==> config.mk <==
export PLATFORM = sky130hd
export DESIGN_NAME = cpp_top
export DESIGN_NICKNAME = d
export VERILOG_FILES = /design/src/pkg/cpp_pkg.sv /design/src/logic/cpp_top.sv
export SDC_FILE = /design/constraint.sdc
export NUM_CORES = 1
export LEC_CHECK = 0
export ABC_AREA = 1
export BUFFER_PORTS_ARGS = -buffer_cell sky130_fd_sc_hd__buf_2
export CAP_MARGIN = 0
export CORE_ASPECT_RATIO = 1.25
export CORE_MARGIN = 8
export CORE_UTILIZATION = 50
export CTS_CLUSTER_DIAMETER = 200
export CTS_CLUSTER_SIZE = 14
export DETAILED_ROUTE_END_ITERATION = 10
export GPL_TIMING_DRIVEN = 0
export PLACE_DENSITY = 0.77
export REMOVE_ABC_BUFFERS = 1
export SLEW_MARGIN = 40
export SYNTH_ARGS = -nofsm -noshare
export SYNTH_HDL_FRONTEND = slang
export SYNTH_SLANG_ARGS = --single-unit
==> constraint.sdc <==
create_clock -name SYS_CLK -period 2.9 [get_ports SYS_CLK]
set_input_delay 0.145 -clock SYS_CLK [delete_from_list [all_inputs] [get_ports SYS_CLK]]
set_output_delay 0.145 -clock SYS_CLK [all_outputs]
set_load 0.05 [all_outputs]
==> src/pkg/cpp_pkg.sv <==
// Purpose: constants for the card presence probe threshold block
// Assumes: 8-bit registers, one per aligned 32-bit word
// Notes: byte address is four times the register index
package cpp_pkg;
  // ----------------------------------------------------------------------
  // register indices and byte address shift
  // ----------------------------------------------------------------------
  localparam logic [7:0] IDX_OPTIONS = 8'h3a;
  localparam logic [7:0] IDX_Q_LOWER = 8'h3f;
  localparam logic [7:0] IDX_Q_UPPER = 8'h40;
  localparam logic [7:0] IDX_I_LOWER = 8'h41;
  localparam logic [7:0] IDX_I_RESULT = 8'h42;
  localparam logic [7:0] IDX_Q_RESULT = 8'h43;
  localparam logic [7:0] IDX_IRQ_STATUS = 8'h50;
  localparam logic [7:0] IDX_IRQ_MASK = 8'h51;
  localparam logic [7:0] IDX_CONTROL = 8'h52;
  localparam logic [9:0] ADDR_SHIFT_W = 10'h002;
  // ----------------------------------------------------------------------
  // fields
  // ----------------------------------------------------------------------
  localparam int LIMIT_W = 6;
  localparam int HI_BIT = 7;
  localparam int LO_BIT = 6;
  localparam int MUTE_BIT = 6;
  localparam int OPT_FULL_DRIVE = 3;
  localparam int OPT_FILTER = 2;
  localparam int OPT_Q_DRIFT = 1;
  localparam int OPT_I_DRIFT = 0;
  localparam int IRQ_PROBE = 0;
  localparam int CTL_START = 0;
  localparam logic [7:0] REG_RESET = 8'h00;
  localparam logic [5:0] LIMIT_RESET = 6'h00;
  // ----------------------------------------------------------------------
  // timing
  // ----------------------------------------------------------------------
  localparam int CLK_PERIOD_PS = 8000;
  localparam int FILTER_TIME_PS = 4720000;
  localparam int FILTER_TIME_NS_X100 = 472;
  localparam int FILTER_CYCLES = (FILTER_TIME_PS / CLK_PERIOD_PS) < 1 ?
    1 : FILTER_TIME_PS / CLK_PERIOD_PS;
  localparam logic [1:0] HTRANS_NONSEQ = 2'h2;
  typedef enum logic [1:0] {ST_IDLE, ST_SAMPLE, ST_DECIDE} cpp_state_t;
endpackage

==> src/logic/cpp_top.sv <==
// Purpose: card presence probe limits, results, decision and interrupt
// Assumes: AHB-Lite slave, one clock, measurements synchronous to SYS_CLK
// Notes: status register clears on read; filter averages first and last
//
// How it works
// RULE1 - q_upper_limit bits 7:6 give i_upper_limit bits 3:2.
// RULE2 - i_lower_limit bits 7:6 give i_upper_limit bits 1:0.
// RULE3 - q_lower_limit bits 7:6 give i_upper_limit bits 5:4.
// RULE4 - interrupt when I measurement exceeds i_upper_limit.
// RULE5 - q_upper_limit in 40h bits 5:0; Q above it interrupts.
// RULE6 - i_lower_limit in 41h bits 5:0; I below it interrupts.
// RULE7 - probe interrupt sets probe_irq_flag in irq_status_0.
// RULE8 - 42h shows latest I measurement, top bits zero.
// RULE9 - 43h shows latest Q measurement, bit 7 zero.
// RULE10 - detect_irq_mute blocks probe interrupts until next probe.
// RULE11 - options register exists only on later revision, bits 7:4 zero.
// RULE12 - full_drive_during_detect selects full transmitter supply.
// RULE13 - filter uses averaged values, sampling bounded to 4.72us.
// RULE14 - q_drift_flag reports Q change during filtered probe.
// RULE15 - i_drift_flag reports I change during filtered probe.
// RULE16 - results update together, compare once; new probe re-arms.
`timescale 1ns/1ps
module cpp_top #(
  parameter bit LATE_REVISION = 1'b1
) (
  // clock, reset, enable
  input wire logic SYS_CLK,
  input wire logic RST,
  input wire logic CLK_EN,
  // ahb-lite slave
  input wire logic HSEL,
  input wire logic [31:0] HADDR,
  input wire logic [1:0] HTRANS,
  input wire logic HWRITE,
  input wire logic [2:0] HSIZE,
  input wire logic [31:0] HWDATA,
  input wire logic HREADY,
  output logic [31:0] HRDATA,
  output logic HREADYOUT,
  output logic HRESP,
  // measurement chain
  input wire logic [5:0] I_MEAS,
  input wire logic [5:0] Q_MEAS,
  input wire logic MEAS_VALID,
  output logic PROBE_ACTIVE,
  output logic TX_FULL_DRIVE,
  // interrupt
  output logic IRQ
);
  logic [7:0] q_lower_limit_reg;
  logic [7:0] q_upper_limit_reg;
  logic [7:0] i_lower_limit_reg;
  logic [5:0] i_res;
  logic [5:0] q_res;
  logic mute;
  logic full_drive;
  logic filter_en;
  logic q_drift;
  logic i_drift;
  logic irq_status;
  logic irq_mask;
  logic wr_pend;
  logic [7:0] wr_idx;
  logic rd_status;
  logic start_req;
  logic [5:0] i_upper;
  logic [5:0] i_first;
  logic [5:0] q_first;
  logic [5:0] i_cur;
  logic [5:0] q_cur;
  logic [9:0] samp_cnt;
  logic probe_evt;
  logic [7:0] rd_idx;
  logic [7:0] next_rdata;
  cpp_pkg::cpp_state_t state;
  logic have_first;
  logic i_moved;
  logic q_moved;
  logic next_irq_status;

  function automatic logic [7:0] word_idx(input logic [31:0] a);
    word_idx = a[9:2];
  endfunction

  function automatic logic [5:0] avg6(input logic [5:0] a,
                                      input logic [5:0] b);
    logic [6:0] s;
    s = {1'b0, a} + {1'b0, b};
    avg6 = s[6:1];
  endfunction

  // a pending write to one register index, used by several decoders
  function automatic logic wr_to(input logic pend, input logic [7:0] widx,
                                 input logic [7:0] target);
    wr_to = pend && (widx == target);
  endfunction

  // ----------------------------------------------------------------------
  // bus slave: zero wait states
  // ----------------------------------------------------------------------
  logic access;
  assign access = HSEL && HREADY && (HTRANS == cpp_pkg::HTRANS_NONSEQ);
  assign rd_idx = word_idx(HADDR);
  assign start_req = wr_to(wr_pend, wr_idx, cpp_pkg::IDX_CONTROL) &&
    HWDATA[cpp_pkg::CTL_START];

  always_ff @(posedge SYS_CLK or posedge RST) begin
    if (RST) begin
      wr_pend <= 1'b0;
      wr_idx <= cpp_pkg::REG_RESET;
      rd_status <= 1'b0;
      HREADYOUT <= 1'b1;
      HRESP <= 1'b0;
    end else if (CLK_EN) begin
      HREADYOUT <= 1'b1;
      HRESP <= 1'b0;
      wr_pend <= access && HWRITE;
      wr_idx <= rd_idx;
      rd_status <= access && !HWRITE &&
        (rd_idx == cpp_pkg::IDX_IRQ_STATUS);
    end
  end

  // unmapped addresses read zero and ignore writes
  always_comb begin
    next_rdata = cpp_pkg::REG_RESET;
    case (rd_idx)
      cpp_pkg::IDX_OPTIONS: begin
        if (LATE_REVISION) begin // RULE11
          next_rdata = {4'h0, full_drive, filter_en, q_drift, i_drift};
        end
      end
      cpp_pkg::IDX_Q_LOWER: next_rdata = q_lower_limit_reg;
      cpp_pkg::IDX_Q_UPPER: next_rdata = q_upper_limit_reg;
      cpp_pkg::IDX_I_LOWER: next_rdata = i_lower_limit_reg;
      cpp_pkg::IDX_I_RESULT: next_rdata = {2'h0, i_res}; // RULE8
      cpp_pkg::IDX_Q_RESULT: next_rdata = {1'b0, mute, q_res}; // RULE9
      cpp_pkg::IDX_IRQ_STATUS: next_rdata = {7'h00, irq_status};
      cpp_pkg::IDX_IRQ_MASK: next_rdata = {7'h00, irq_mask};
      cpp_pkg::IDX_CONTROL: next_rdata = {7'h00, state != cpp_pkg::ST_IDLE};
      default: next_rdata = cpp_pkg::REG_RESET;
    endcase
  end

  always_ff @(posedge SYS_CLK or posedge RST) begin
    if (RST) begin
      HRDATA <= 32'h0000_0000;
    end else if (CLK_EN) begin
      if (access && !HWRITE) begin
        HRDATA <= {24'h00_0000, next_rdata};
      end
    end
  end

  // ----------------------------------------------------------------------
  // limit registers
  // ----------------------------------------------------------------------
  always_ff @(posedge SYS_CLK or posedge RST) begin
    if (RST) begin
      q_lower_limit_reg <= cpp_pkg::REG_RESET;
      q_upper_limit_reg <= cpp_pkg::REG_RESET;
      i_lower_limit_reg <= cpp_pkg::REG_RESET;
      irq_mask <= 1'b0;
    end else if (CLK_EN && wr_pend) begin
      case (wr_idx)
        cpp_pkg::IDX_Q_LOWER: q_lower_limit_reg <= HWDATA[7:0];
        cpp_pkg::IDX_Q_UPPER: q_upper_limit_reg <= HWDATA[7:0];
        cpp_pkg::IDX_I_LOWER: i_lower_limit_reg <= HWDATA[7:0];
        cpp_pkg::IDX_IRQ_MASK: irq_mask <= HWDATA[cpp_pkg::IRQ_PROBE];
        default: ;
      endcase
    end
  end

  assign i_upper = {q_lower_limit_reg[cpp_pkg::HI_BIT:cpp_pkg::LO_BIT], // RULE3
                    q_upper_limit_reg[cpp_pkg::HI_BIT:cpp_pkg::LO_BIT], // RULE1
                    i_lower_limit_reg[cpp_pkg::HI_BIT:cpp_pkg::LO_BIT]}; // RULE2

  // ----------------------------------------------------------------------
  // options
  // ----------------------------------------------------------------------
  always_ff @(posedge SYS_CLK or posedge RST) begin
    if (RST) begin
      full_drive <= 1'b0;
      filter_en <= 1'b0;
    end else if (CLK_EN && wr_pend && LATE_REVISION &&
                 wr_idx == cpp_pkg::IDX_OPTIONS) begin // RULE11
      full_drive <= HWDATA[cpp_pkg::OPT_FULL_DRIVE];
      filter_en <= HWDATA[cpp_pkg::OPT_FILTER];
    end
  end

  // ----------------------------------------------------------------------
  // probe sequencer
  // ----------------------------------------------------------------------
  // filtered mode stays in sampling until the sampling bound, however early the second sample comes
  always_ff @(posedge SYS_CLK or posedge RST) begin
    if (RST) begin
      state <= cpp_pkg::ST_IDLE;
      i_first <= cpp_pkg::LIMIT_RESET;
      q_first <= cpp_pkg::LIMIT_RESET;
      i_cur <= cpp_pkg::LIMIT_RESET;
      q_cur <= cpp_pkg::LIMIT_RESET;
      PROBE_ACTIVE <= 1'b0;
      TX_FULL_DRIVE <= 1'b0;
    end else if (CLK_EN) begin
      case (state)
        cpp_pkg::ST_IDLE: begin
          if (start_req) begin
            state <= cpp_pkg::ST_SAMPLE;
            PROBE_ACTIVE <= 1'b1;
            TX_FULL_DRIVE <= full_drive; // RULE12
          end
        end
        cpp_pkg::ST_SAMPLE: begin
          if (MEAS_VALID) begin
            i_cur <= I_MEAS;
            q_cur <= Q_MEAS;
            if (!(filter_en && LATE_REVISION) || !have_first) begin
              i_first <= I_MEAS;
              q_first <= Q_MEAS;
            end
          end
          if (MEAS_VALID && !(filter_en && LATE_REVISION)) begin
            state <= cpp_pkg::ST_DECIDE;
          end else if (samp_cnt >=
                       10'(cpp_pkg::FILTER_CYCLES - 1)) begin // RULE13
            state <= cpp_pkg::ST_DECIDE;
          end
        end
        cpp_pkg::ST_DECIDE: begin
          state <= cpp_pkg::ST_IDLE;
          PROBE_ACTIVE <= 1'b0;
          TX_FULL_DRIVE <= 1'b0;
        end
        default: state <= cpp_pkg::ST_IDLE;
      endcase
    end
  end

  // sample window counter; it restarts outside sampling so a long
  // filtered window never leaks into the next probe
  always_ff @(posedge SYS_CLK or posedge RST) begin
    if (RST) begin
      samp_cnt <= 10'h000;
    end else if (CLK_EN) begin
      if (state == cpp_pkg::ST_SAMPLE) begin
        samp_cnt <= samp_cnt + 10'h001;
      end else begin
        samp_cnt <= 10'h000;
      end
    end
  end

  // the first valid sample of a probe opens the filter average, however
  // late in the window it arrives
  always_ff @(posedge SYS_CLK or posedge RST) begin
    if (RST) begin
      have_first <= 1'b0;
    end else if (CLK_EN) begin
      if (state == cpp_pkg::ST_IDLE) begin
        have_first <= 1'b0;
      end else if (state == cpp_pkg::ST_SAMPLE && MEAS_VALID) begin
        have_first <= 1'b1;
      end
    end
  end

  // drift is any step between successive samples, not only first against
  // last, so a value that wanders and returns is still reported
  always_ff @(posedge SYS_CLK or posedge RST) begin
    if (RST) begin
      i_moved <= 1'b0;
      q_moved <= 1'b0;
    end else if (CLK_EN) begin
      if (state == cpp_pkg::ST_IDLE) begin
        i_moved <= 1'b0;
        q_moved <= 1'b0;
      end else if (state == cpp_pkg::ST_SAMPLE && MEAS_VALID &&
                   have_first) begin
        if (I_MEAS != i_cur) begin
          i_moved <= 1'b1; // RULE15
        end
        if (Q_MEAS != q_cur) begin
          q_moved <= 1'b1; // RULE14
        end
      end
    end
  end

  // ----------------------------------------------------------------------
  // results, drift flags and decision
  // ----------------------------------------------------------------------
  logic [5:0] i_eval;
  logic [5:0] q_eval;
  assign i_eval = filter_en ? avg6(i_first, i_cur) : i_cur; // RULE13
  assign q_eval = filter_en ? avg6(q_first, q_cur) : q_cur;

  always_ff @(posedge SYS_CLK or posedge RST) begin
    if (RST) begin
      i_res <= cpp_pkg::LIMIT_RESET;
      q_res <= cpp_pkg::LIMIT_RESET;
      i_drift <= 1'b0;
      q_drift <= 1'b0;
      probe_evt <= 1'b0;
    end else if (CLK_EN) begin
      probe_evt <= 1'b0;
      if (state == cpp_pkg::ST_DECIDE) begin
        i_res <= i_eval; // RULE16
        q_res <= q_eval; // RULE16
        i_drift <= filter_en && i_moved; // RULE15
        q_drift <= filter_en && q_moved; // RULE14
        probe_evt <= (i_eval > i_upper) || // RULE4
          (q_eval > q_upper_limit_reg[cpp_pkg::LIMIT_W-1:0]) || // RULE5
          (i_eval < i_lower_limit_reg[cpp_pkg::LIMIT_W-1:0]); // RULE6
      end
    end
  end

  // mute set by software, cleared when a new probe starts
  always_ff @(posedge SYS_CLK or posedge RST) begin
    if (RST) begin
      mute <= 1'b0;
    end else if (CLK_EN) begin
      if (state == cpp_pkg::ST_IDLE && start_req) begin
        mute <= 1'b0; // RULE16
      end else if (wr_to(wr_pend, wr_idx, cpp_pkg::IDX_Q_RESULT)) begin
        mute <= HWDATA[cpp_pkg::MUTE_BIT]; // RULE10
      end
    end
  end

  // ----------------------------------------------------------------------
  // interrupt status: set beats read-clear
  // ----------------------------------------------------------------------
  // IRQ follows the status it is about to hold, so it adds no lag behind
  // the flag; a mask write still takes one cycle to show
  always_comb begin
    next_irq_status = irq_status;
    if (probe_evt && !mute) begin // RULE10
      next_irq_status = 1'b1; // RULE7
    end else if (rd_status ||
                 (wr_to(wr_pend, wr_idx, cpp_pkg::IDX_Q_RESULT) &&
                  HWDATA[cpp_pkg::MUTE_BIT])) begin // RULE10
      next_irq_status = 1'b0;
    end
  end

  always_ff @(posedge SYS_CLK or posedge RST) begin
    if (RST) begin
      irq_status <= 1'b0;
      IRQ <= 1'b0;
    end else if (CLK_EN) begin
      irq_status <= next_irq_status;
      IRQ <= next_irq_status && irq_mask;
    end
  end
endmodule

==> impl_metrics.csv, run 1 <==
group,metric,value,unit
floorplan,die_area,0.0160,sq mm
grt,track_usage,0.178,
routing,dr_total_vias,5149,
floorplan,core_area,0.0120,sq mm
placement,dp_hpwl,10400,um
worst_setup_path,setup.worst_path.end_class,"flop",
timing,tightest_slew,0.759,ns
timing,slew_viol_final,0,
finish,nFillCells,1180,
cts,numCtsBuffers,9,
cts,clk_path_buf_depth,2,
timing,rsz0062_at_grt,"false",
placement,gp_congestion,0.841,
yosys,synth_cell_types,36,
routing,avgViaCountPerCell,5.05,
cts,root_buffer,"clkbuf_16",
worst_setup_path,crit_family,"simple AND/OR/NAND/NOR gates",
worst_setup_path,crit_top_cell,"nand2_1",
worst_setup_path,crit_type,"reg2reg",
timing,worst_slack,0.213,ns
run_status,status,"finished clean",
cts,clk_transition_reported_paths,0.07,ns
yosys,synth_common_cells,"nand2_1 (238), inv_1 (106), dfrtp_1 (104)",
yosys,syn_area_per_cell,7.52,sq um
power,clockPowerShare,0.444,
finish,final_util,0.560,
timing,layout_min_cycle_time,2.69,ns
worst_setup_path,critPathRequiredTime,3.14,ns
grt,grt_overflow,0,
routing,wire_per_inst,13.6,um
yosys,ys_ff_latch,104,
cts,insertion_delay,0.35,ns
floorplan,row_count,45,
cts,htreeDepth,3,
placement,port_buffers,47,
finish,fin_nets,971,
power,powerDensity,469,mW/mm^2
power,p_int,2400,uW
finish,num_antenna_cells,0,
finish,multiInputGateArea,0.00292,sq mm
worst_setup_path,critical_path_buf_inv_count,2,
cts,cts_sinks,104,
timing,hold_viol_final,0,
power,power.switching,771,uW
routing,drc,0,
power,combPwrFrac,0.086,
power,swShare,0.243,
finish,syn2layout_area_growth,10.6,%
yosys,synth_edf_count,0,
finish,drive_above_1_share,0.0947,
finish,register_area,0.00260,sq mm
yosys,syn_area,0.00611,sq mm
floorplan,start_util,0.507,
yosys,ys_seq_area_frac,0.426,
routing,wl,13900,um
grt,antenna_found_initial,0,
finish,largest_reg_flops,10,
worst_setup_path,path_cells,"nand2_1 > inv_1 > fa_1 > nand3_1 > nand2_1 > nand2_1 > nand2_1 > o22ai_1 > ha_1 > nand2_1 > inv_1 > o21bai_1 > nand3_1 > nand2_1 > nand3_1 > nand2_1 > nand2_1",
yosys,synth_top_cell_area_share,0.426,
power,power_frac_seq,0.470,
routing,firstDrtPassIters,5,
timing,relSlewSlack,0.493,
yosys,synth-async-reset-ratio,1.00,
timing,max_freq,372,MHz
worst_setup_path,crit_arrival,2.93,ns
worst_setup_path,critPathSlowestCell,"dfrtp_1",
grt,grt_pass1_wl,23000,um
flow_run,drv_cap,0,
timing,setup_viol,0,
grt,grt_pass1_vias,4956,
yosys,synth_flop_cell,"dfrtp_1",
yosys,synth_compound_area_frac,0.109,
floorplan,ios,125,
placement,pre_cts_ws,0.214,ns
power,p_leak,0.00356,uW
yosys,synth_simple_gate_area_frac,0.271,
yosys,synth_top_family_by_area,"simple AND/OR/NAND/NOR gates",
yosys,synth_mux_area_frac,0,
cts,tritoncts,"built",
yosys,synthCells,812,
grt,grt_max_degree,81,
timing,skew,0.00672,ns
routing,detail-route-antenna-nets,0,
floorplan,die_w,115,um
timing,tns,0,ns
worst_hold_path,min_path_type,"in2reg",
timing,fin_crit_sh,0.927,
floorplan,die_y,140,um
power,ir_drop,0.000319,V
yosys,ys_warn_count,0,
worst_setup_path,startpoint_type,"flop",
yosys,synth_xor_area_frac,0.0129,
worst_setup_path,cp_max_fo,4,
yosys,yosysMostFrequentCell,"nand2_1",
yosys,synth_area_leaders,"dfrtp_1 (43%), nand2_1 (15%), inv_1 (6.5%), ha_1 (6.1%), o21ai_0 (5.6%)",
yosys,synth_fa_ha_area_frac,0.0680,
routing,drt_iter0_drc,386,
finish,largest-register,"samp_cnt",
worst_setup_path,max_stage_delay,0.43,ns
yosys,yosysTopAreaCell,"dfrtp_1",
-- placed cells by master, fill, tap and decap left out, types with 7 or more instances in the layout --
cell	instances
ha_1	30
nor3_1	7
clkbuf_16	9
buf_2	47
nor2_1	53
a21oi_1	22
o21ai_0	68
inv_1	105
xor2_1	9
nand2_1	238
nand3_1	64
dfrtp_1	103
o21ai_1	21
conb_1	26
-- layout make-up --
class                   count  area share
well taps                 164      0.0304
flip-flops and latches    104       0.386
inverters                 106      0.0600
clock buffers              10      0.0354
clock inverters             5      0.0156
repair buffers             49      0.0404
multi-input cells         581       0.433
-- path summary, 6_finish.rpt --
path                       cells after the start      endpoint  slack [ns]          from
hold / removal                                 3       wr_pend        0.04        HWRITE
setup / recovery                              17     probe_evt        0.21      i_cur[0]
hold reg to reg                                2  PROBE_ACTIVE        0.47  PROBE_ACTIVE
min in group asynchronous                      3      q_cur[0]        0.27           RST
setup reg to reg                              17     probe_evt        0.21      i_cur[0]
max in group asynchronous                      4     wr_idx[6]        1.98           RST
-- what timing repair did --
action | in CTS | in global routing
setup endpoints to repair | 0 | 1
hold buffers | 1 | 0
buffers inserted | 0 | 0
gates resized for setup | 0 | 1
endpoints found under the hold margin | 24 | 0
-- through the flow --
step	instance area [sq um]	hold slack (ns)	cells	total power, uW
detailed placement	6390	0.101	1003	1790
finish	6750	0.0396	1019	3170
floorplan	5920	0.241	791	1700
global placement	6360	0.376	1002	1770
CTS	6750	0.0318	1019	3190
global route	6750	0.0506	1019	3270
-- worst reg2reg max path, delay by kind of cell (launching register included) --
family / cells / cell delay, ns
buf+inv: 2 / 0.11
flops: 1 / 0.43
compound gates: 2 / 0.49
simple gates: 11 / 0.83
fa+ha+maj: 2 / 0.73
-- cell families (layout without fill, tap and decap cells) --
logic type	after synthesis	in the layout
AOI/OAI and AO/OA	125	125
xor gates and xnor gates	9	9
adders and majority gates	32	32
buffers and inverters	151	170
DFF	104	104
other	2	26
and+or+nand+nor	389	389
-- routing by layer --
metal  global-route usage  vias up  wire length, um
li1                     -     2618                -
met1                0.221     2375             6100
met2                0.302      130             6740
met3               0.0251       26              707
met4               0.0735        0              346
met5                    0        -                0
-- power by group through the flow --
stage	clock network (uW)	registers, uW	logic [uW]
finish	1410	1490	271
global route	1480	1490	303
CTS	1420	1490	273
detailed placement	0	1520	271
global placement	0	1520	259
floorplan	0	1510	192
Power figures use the tool's default switching activity.
==> run 2, diff against run 1 <==
--- a/config.mk
+++ b/config.mk
@@ -9,12 +9,13 @@
 export BUFFER_PORTS_ARGS = -buffer_cell sky130_fd_sc_hd__buf_2
 export CAP_MARGIN = 0
 export CORE_ASPECT_RATIO = 1.25
-export CORE_MARGIN = 8
+export CORE_MARGIN = 4
 export CORE_UTILIZATION = 50
 export CTS_CLUSTER_DIAMETER = 200
 export CTS_CLUSTER_SIZE = 14
 export DETAILED_ROUTE_END_ITERATION = 10
 export GPL_TIMING_DRIVEN = 0
+export MAX_ROUTING_LAYER = met4
 export PLACE_DENSITY = 0.77
 export REMOVE_ABC_BUFFERS = 1
 export SLEW_MARGIN = 40
==> run 2 against run 1 <==
  * Power is 5.1% lower
  * Routed wire length increased by 0.11%
  * Largest power group unchanged
  * Largest cell class unchanged
  * Fmax increased by 2.9%
  * Non-clock buffer count unchanged
  * Critical endpoint unchanged
==> impl_metrics.csv, run 2 (same netlist as run 1, synthesis figures left out) <==
group,metric,value,unit
run_status,status,"finished clean",
worst_setup_path,crit_type,"reg2reg",
cts,numCtsBuffers,9,
timing,relSlewSlack,0.449,
finish,nFillCells,1151,
timing,layout_min_cycle_time,2.61,ns
worst_setup_path,r2r_cells,18,
finish,drive_above_1_share,0.0946,
placement,dpl.cell_count,1000,
finish,multiInputGateArea,0.00293,sq mm
cts,root_buffer,"clkbuf_16",
timing,tightest_slew,0.823,ns
worst_setup_path,critPathRequiredTime,3.20,ns
cts,clk_transition_reported_paths,0.07,ns
finish,fin_nets,971,
grt,grt_max_degree,62,
floorplan,row_count,44,
floorplan,die_area,0.0141,sq mm
timing,fin_crit_sh,0.900,
worst_setup_path,rr_endpoint,"probe_evt",
placement,port_buffers,47,
cts,clk_path_buf_depth,2,
finish,final_common_cell,"nand2_1",
worst_setup_path,reg2reg_from,"i_cur[0]",
cts,insertion_delay,0.35,ns
worst_hold_path,holdPathStages,3,
timing,hold_viol_final,0,
routing,dr_total_vias,5173,
power,power,3010,uW
routing,wl,13900,um
floorplan,die_w,107,um
timing,rsz0062_at_grt,"false",
worst_setup_path,setup.worst_path.end_class,"flop",
cts,tritoncts,"built",
grt,antenna_found_initial,0,
finish,stdcell_area,0.00671,sq mm
timing,skew,0.00403,ns
finish,register_area,0.00260,sq mm
power,powerDensity,448,mW/mm^2
grt,grt_pass1_wl,23700,um
routing,detail-route-antenna-nets,0,
finish,syn2layout_area_growth,9.90,%
power,ir_drop,0.000251,V
finish,num_antenna_cells,0,
finish,instances_no_fill,1017,
worst_hold_path,hp-start,"HADDR[9]",
floorplan,start_util,0.518,
routing,firstDrtPassIters,5,
routing,avgViaCountPerCell,5.09,
power,p_leak,0.00355,uW
finish,mostFrequentLayoutCells,"nand2_1 (238), inv_1 (105), dfrtp_1 (103)",
placement,dp_hpwl,10200,um
timing,setup_viol,0,
cts,cts_sinks,104,
timing,max_freq,383,MHz
cts,htreeDepth,3,
flow_run,drv_cap,0,
finish,largest_reg_flops,10,
floorplan,core_area,0.0118,sq mm
worst_setup_path,reg2reg_slack,0.29,ns
routing,drt_iter0_drc,321,
placement,placed_area,0.00639,sq mm
grt,grt_pass1_vias,5097,
finish,largest-register,"samp_cnt",
grt,grt_overflow,0,
floorplan,ios,125,
routing,drc,0,
routing,wire_per_inst,13.7,um
worst_setup_path,crit_arrival,2.91,ns
worst_hold_path,hold_path_end,"wr_idx[7]",
worst_setup_path,startpoint_type,"flop",
timing,slew_viol_final,0,
timing,tns,0,ns
worst_setup_path,cp_max_fo,4,
floorplan,die_y,132,um
worst_hold_path,min_path_type,"in2reg",
placement,gp_congestion,0.863,
grt,track_usage,0.214,
finish,final_util,0.570,
==> run 2: cell count changes in the layout (fill, tap and decap cells not counted) <==
cell / before / now
bufinv_16: 3 / 1
clkbuf_1: 0 / 2
clkinv_2: 0 / 2
clkinvlp_4: 2 / 0
clkbuf_8: 1 / 2
o21ai_0: 68 / 67
o21ai_1: 21 / 22
o22ai_1: 3 / 2
o22ai_2: 0 / 1
==> run 2: critical path, cell delays in order, from the launching register on <==
cell and delay (ns):
dfrtp_1 0.43, nand2_1 0.08, inv_1 0.07, fa_1 0.40
nand3_1 0.10, nand2_1 0.08, a21oi_1 0.15, o21ai_0 0.14
nand2_1 0.09, inv_1 0.06, ha_1 0.29, nand2_1 0.07
nor2_1 0.14, o21ai_0 0.11, nand3_1 0.08, nand2_1 0.05
nand3_1 0.07, nand2_1 0.06, nand2_1 0.07
==> run 2: through the flow <==
| step | setup slack [ns] | hold WS, ns |
|---|---|---|
| after detailed placement | 0.195 | 0.152 |
| after floorplan | 0.0228 | 0.241 |
| after global routing | 0.0492 | 0.0592 |
| final | 0.289 | 0.0102 |
| after CTS | 0.173 | 0.00949 |
| after global placement | -1.19 | 0.371 |
==> run 2: worst max-delay path by stage <==
stage                    from           to
finish               i_cur[0]    probe_evt
global route         i_cur[0]    probe_evt
CTS                 filter_en    probe_evt
detailed placement   i_cur[0]    probe_evt
global placement          RST  samp_cnt[4]
floorplan                 RST    HRDATA[0]
==> run 2: where the power goes <==
part	switching (uW)	leakage, uW	internal, uW
logic	206	0.00197	65.4
registers	19.1	0.00143	1470
clock network	531	0.000150	715
==> run 2: layer usage <==
layer	vias to the layer above	track usage	wire [um]
li1	2612	-	-
met1	2395	0.263	6190
met2	131	0.354	6740
met3	35	0.0373	614
met4	0	0.0782	380
met5	-	-	0
==> run 2: area by class of cell <==
class,instances,share of cell area
clock buffer,13,0.0388
clock inverter,3,0.00597
inverter,106,0.0604
multi-input combinational,581,0.436
sequential,104,0.388
tap,161,0.0300
timing repair buffer,49,0.0406
==> run 2: timing repair <==
action / 4_1_cts / 5_1_grt
hold buffers: 1 / 0
endpoints found under the hold margin: 43 / 0
gates resized for setup: 0 / 3
setup buffers: 0 / 0
endpoints found under the setup margin: 0 / 1
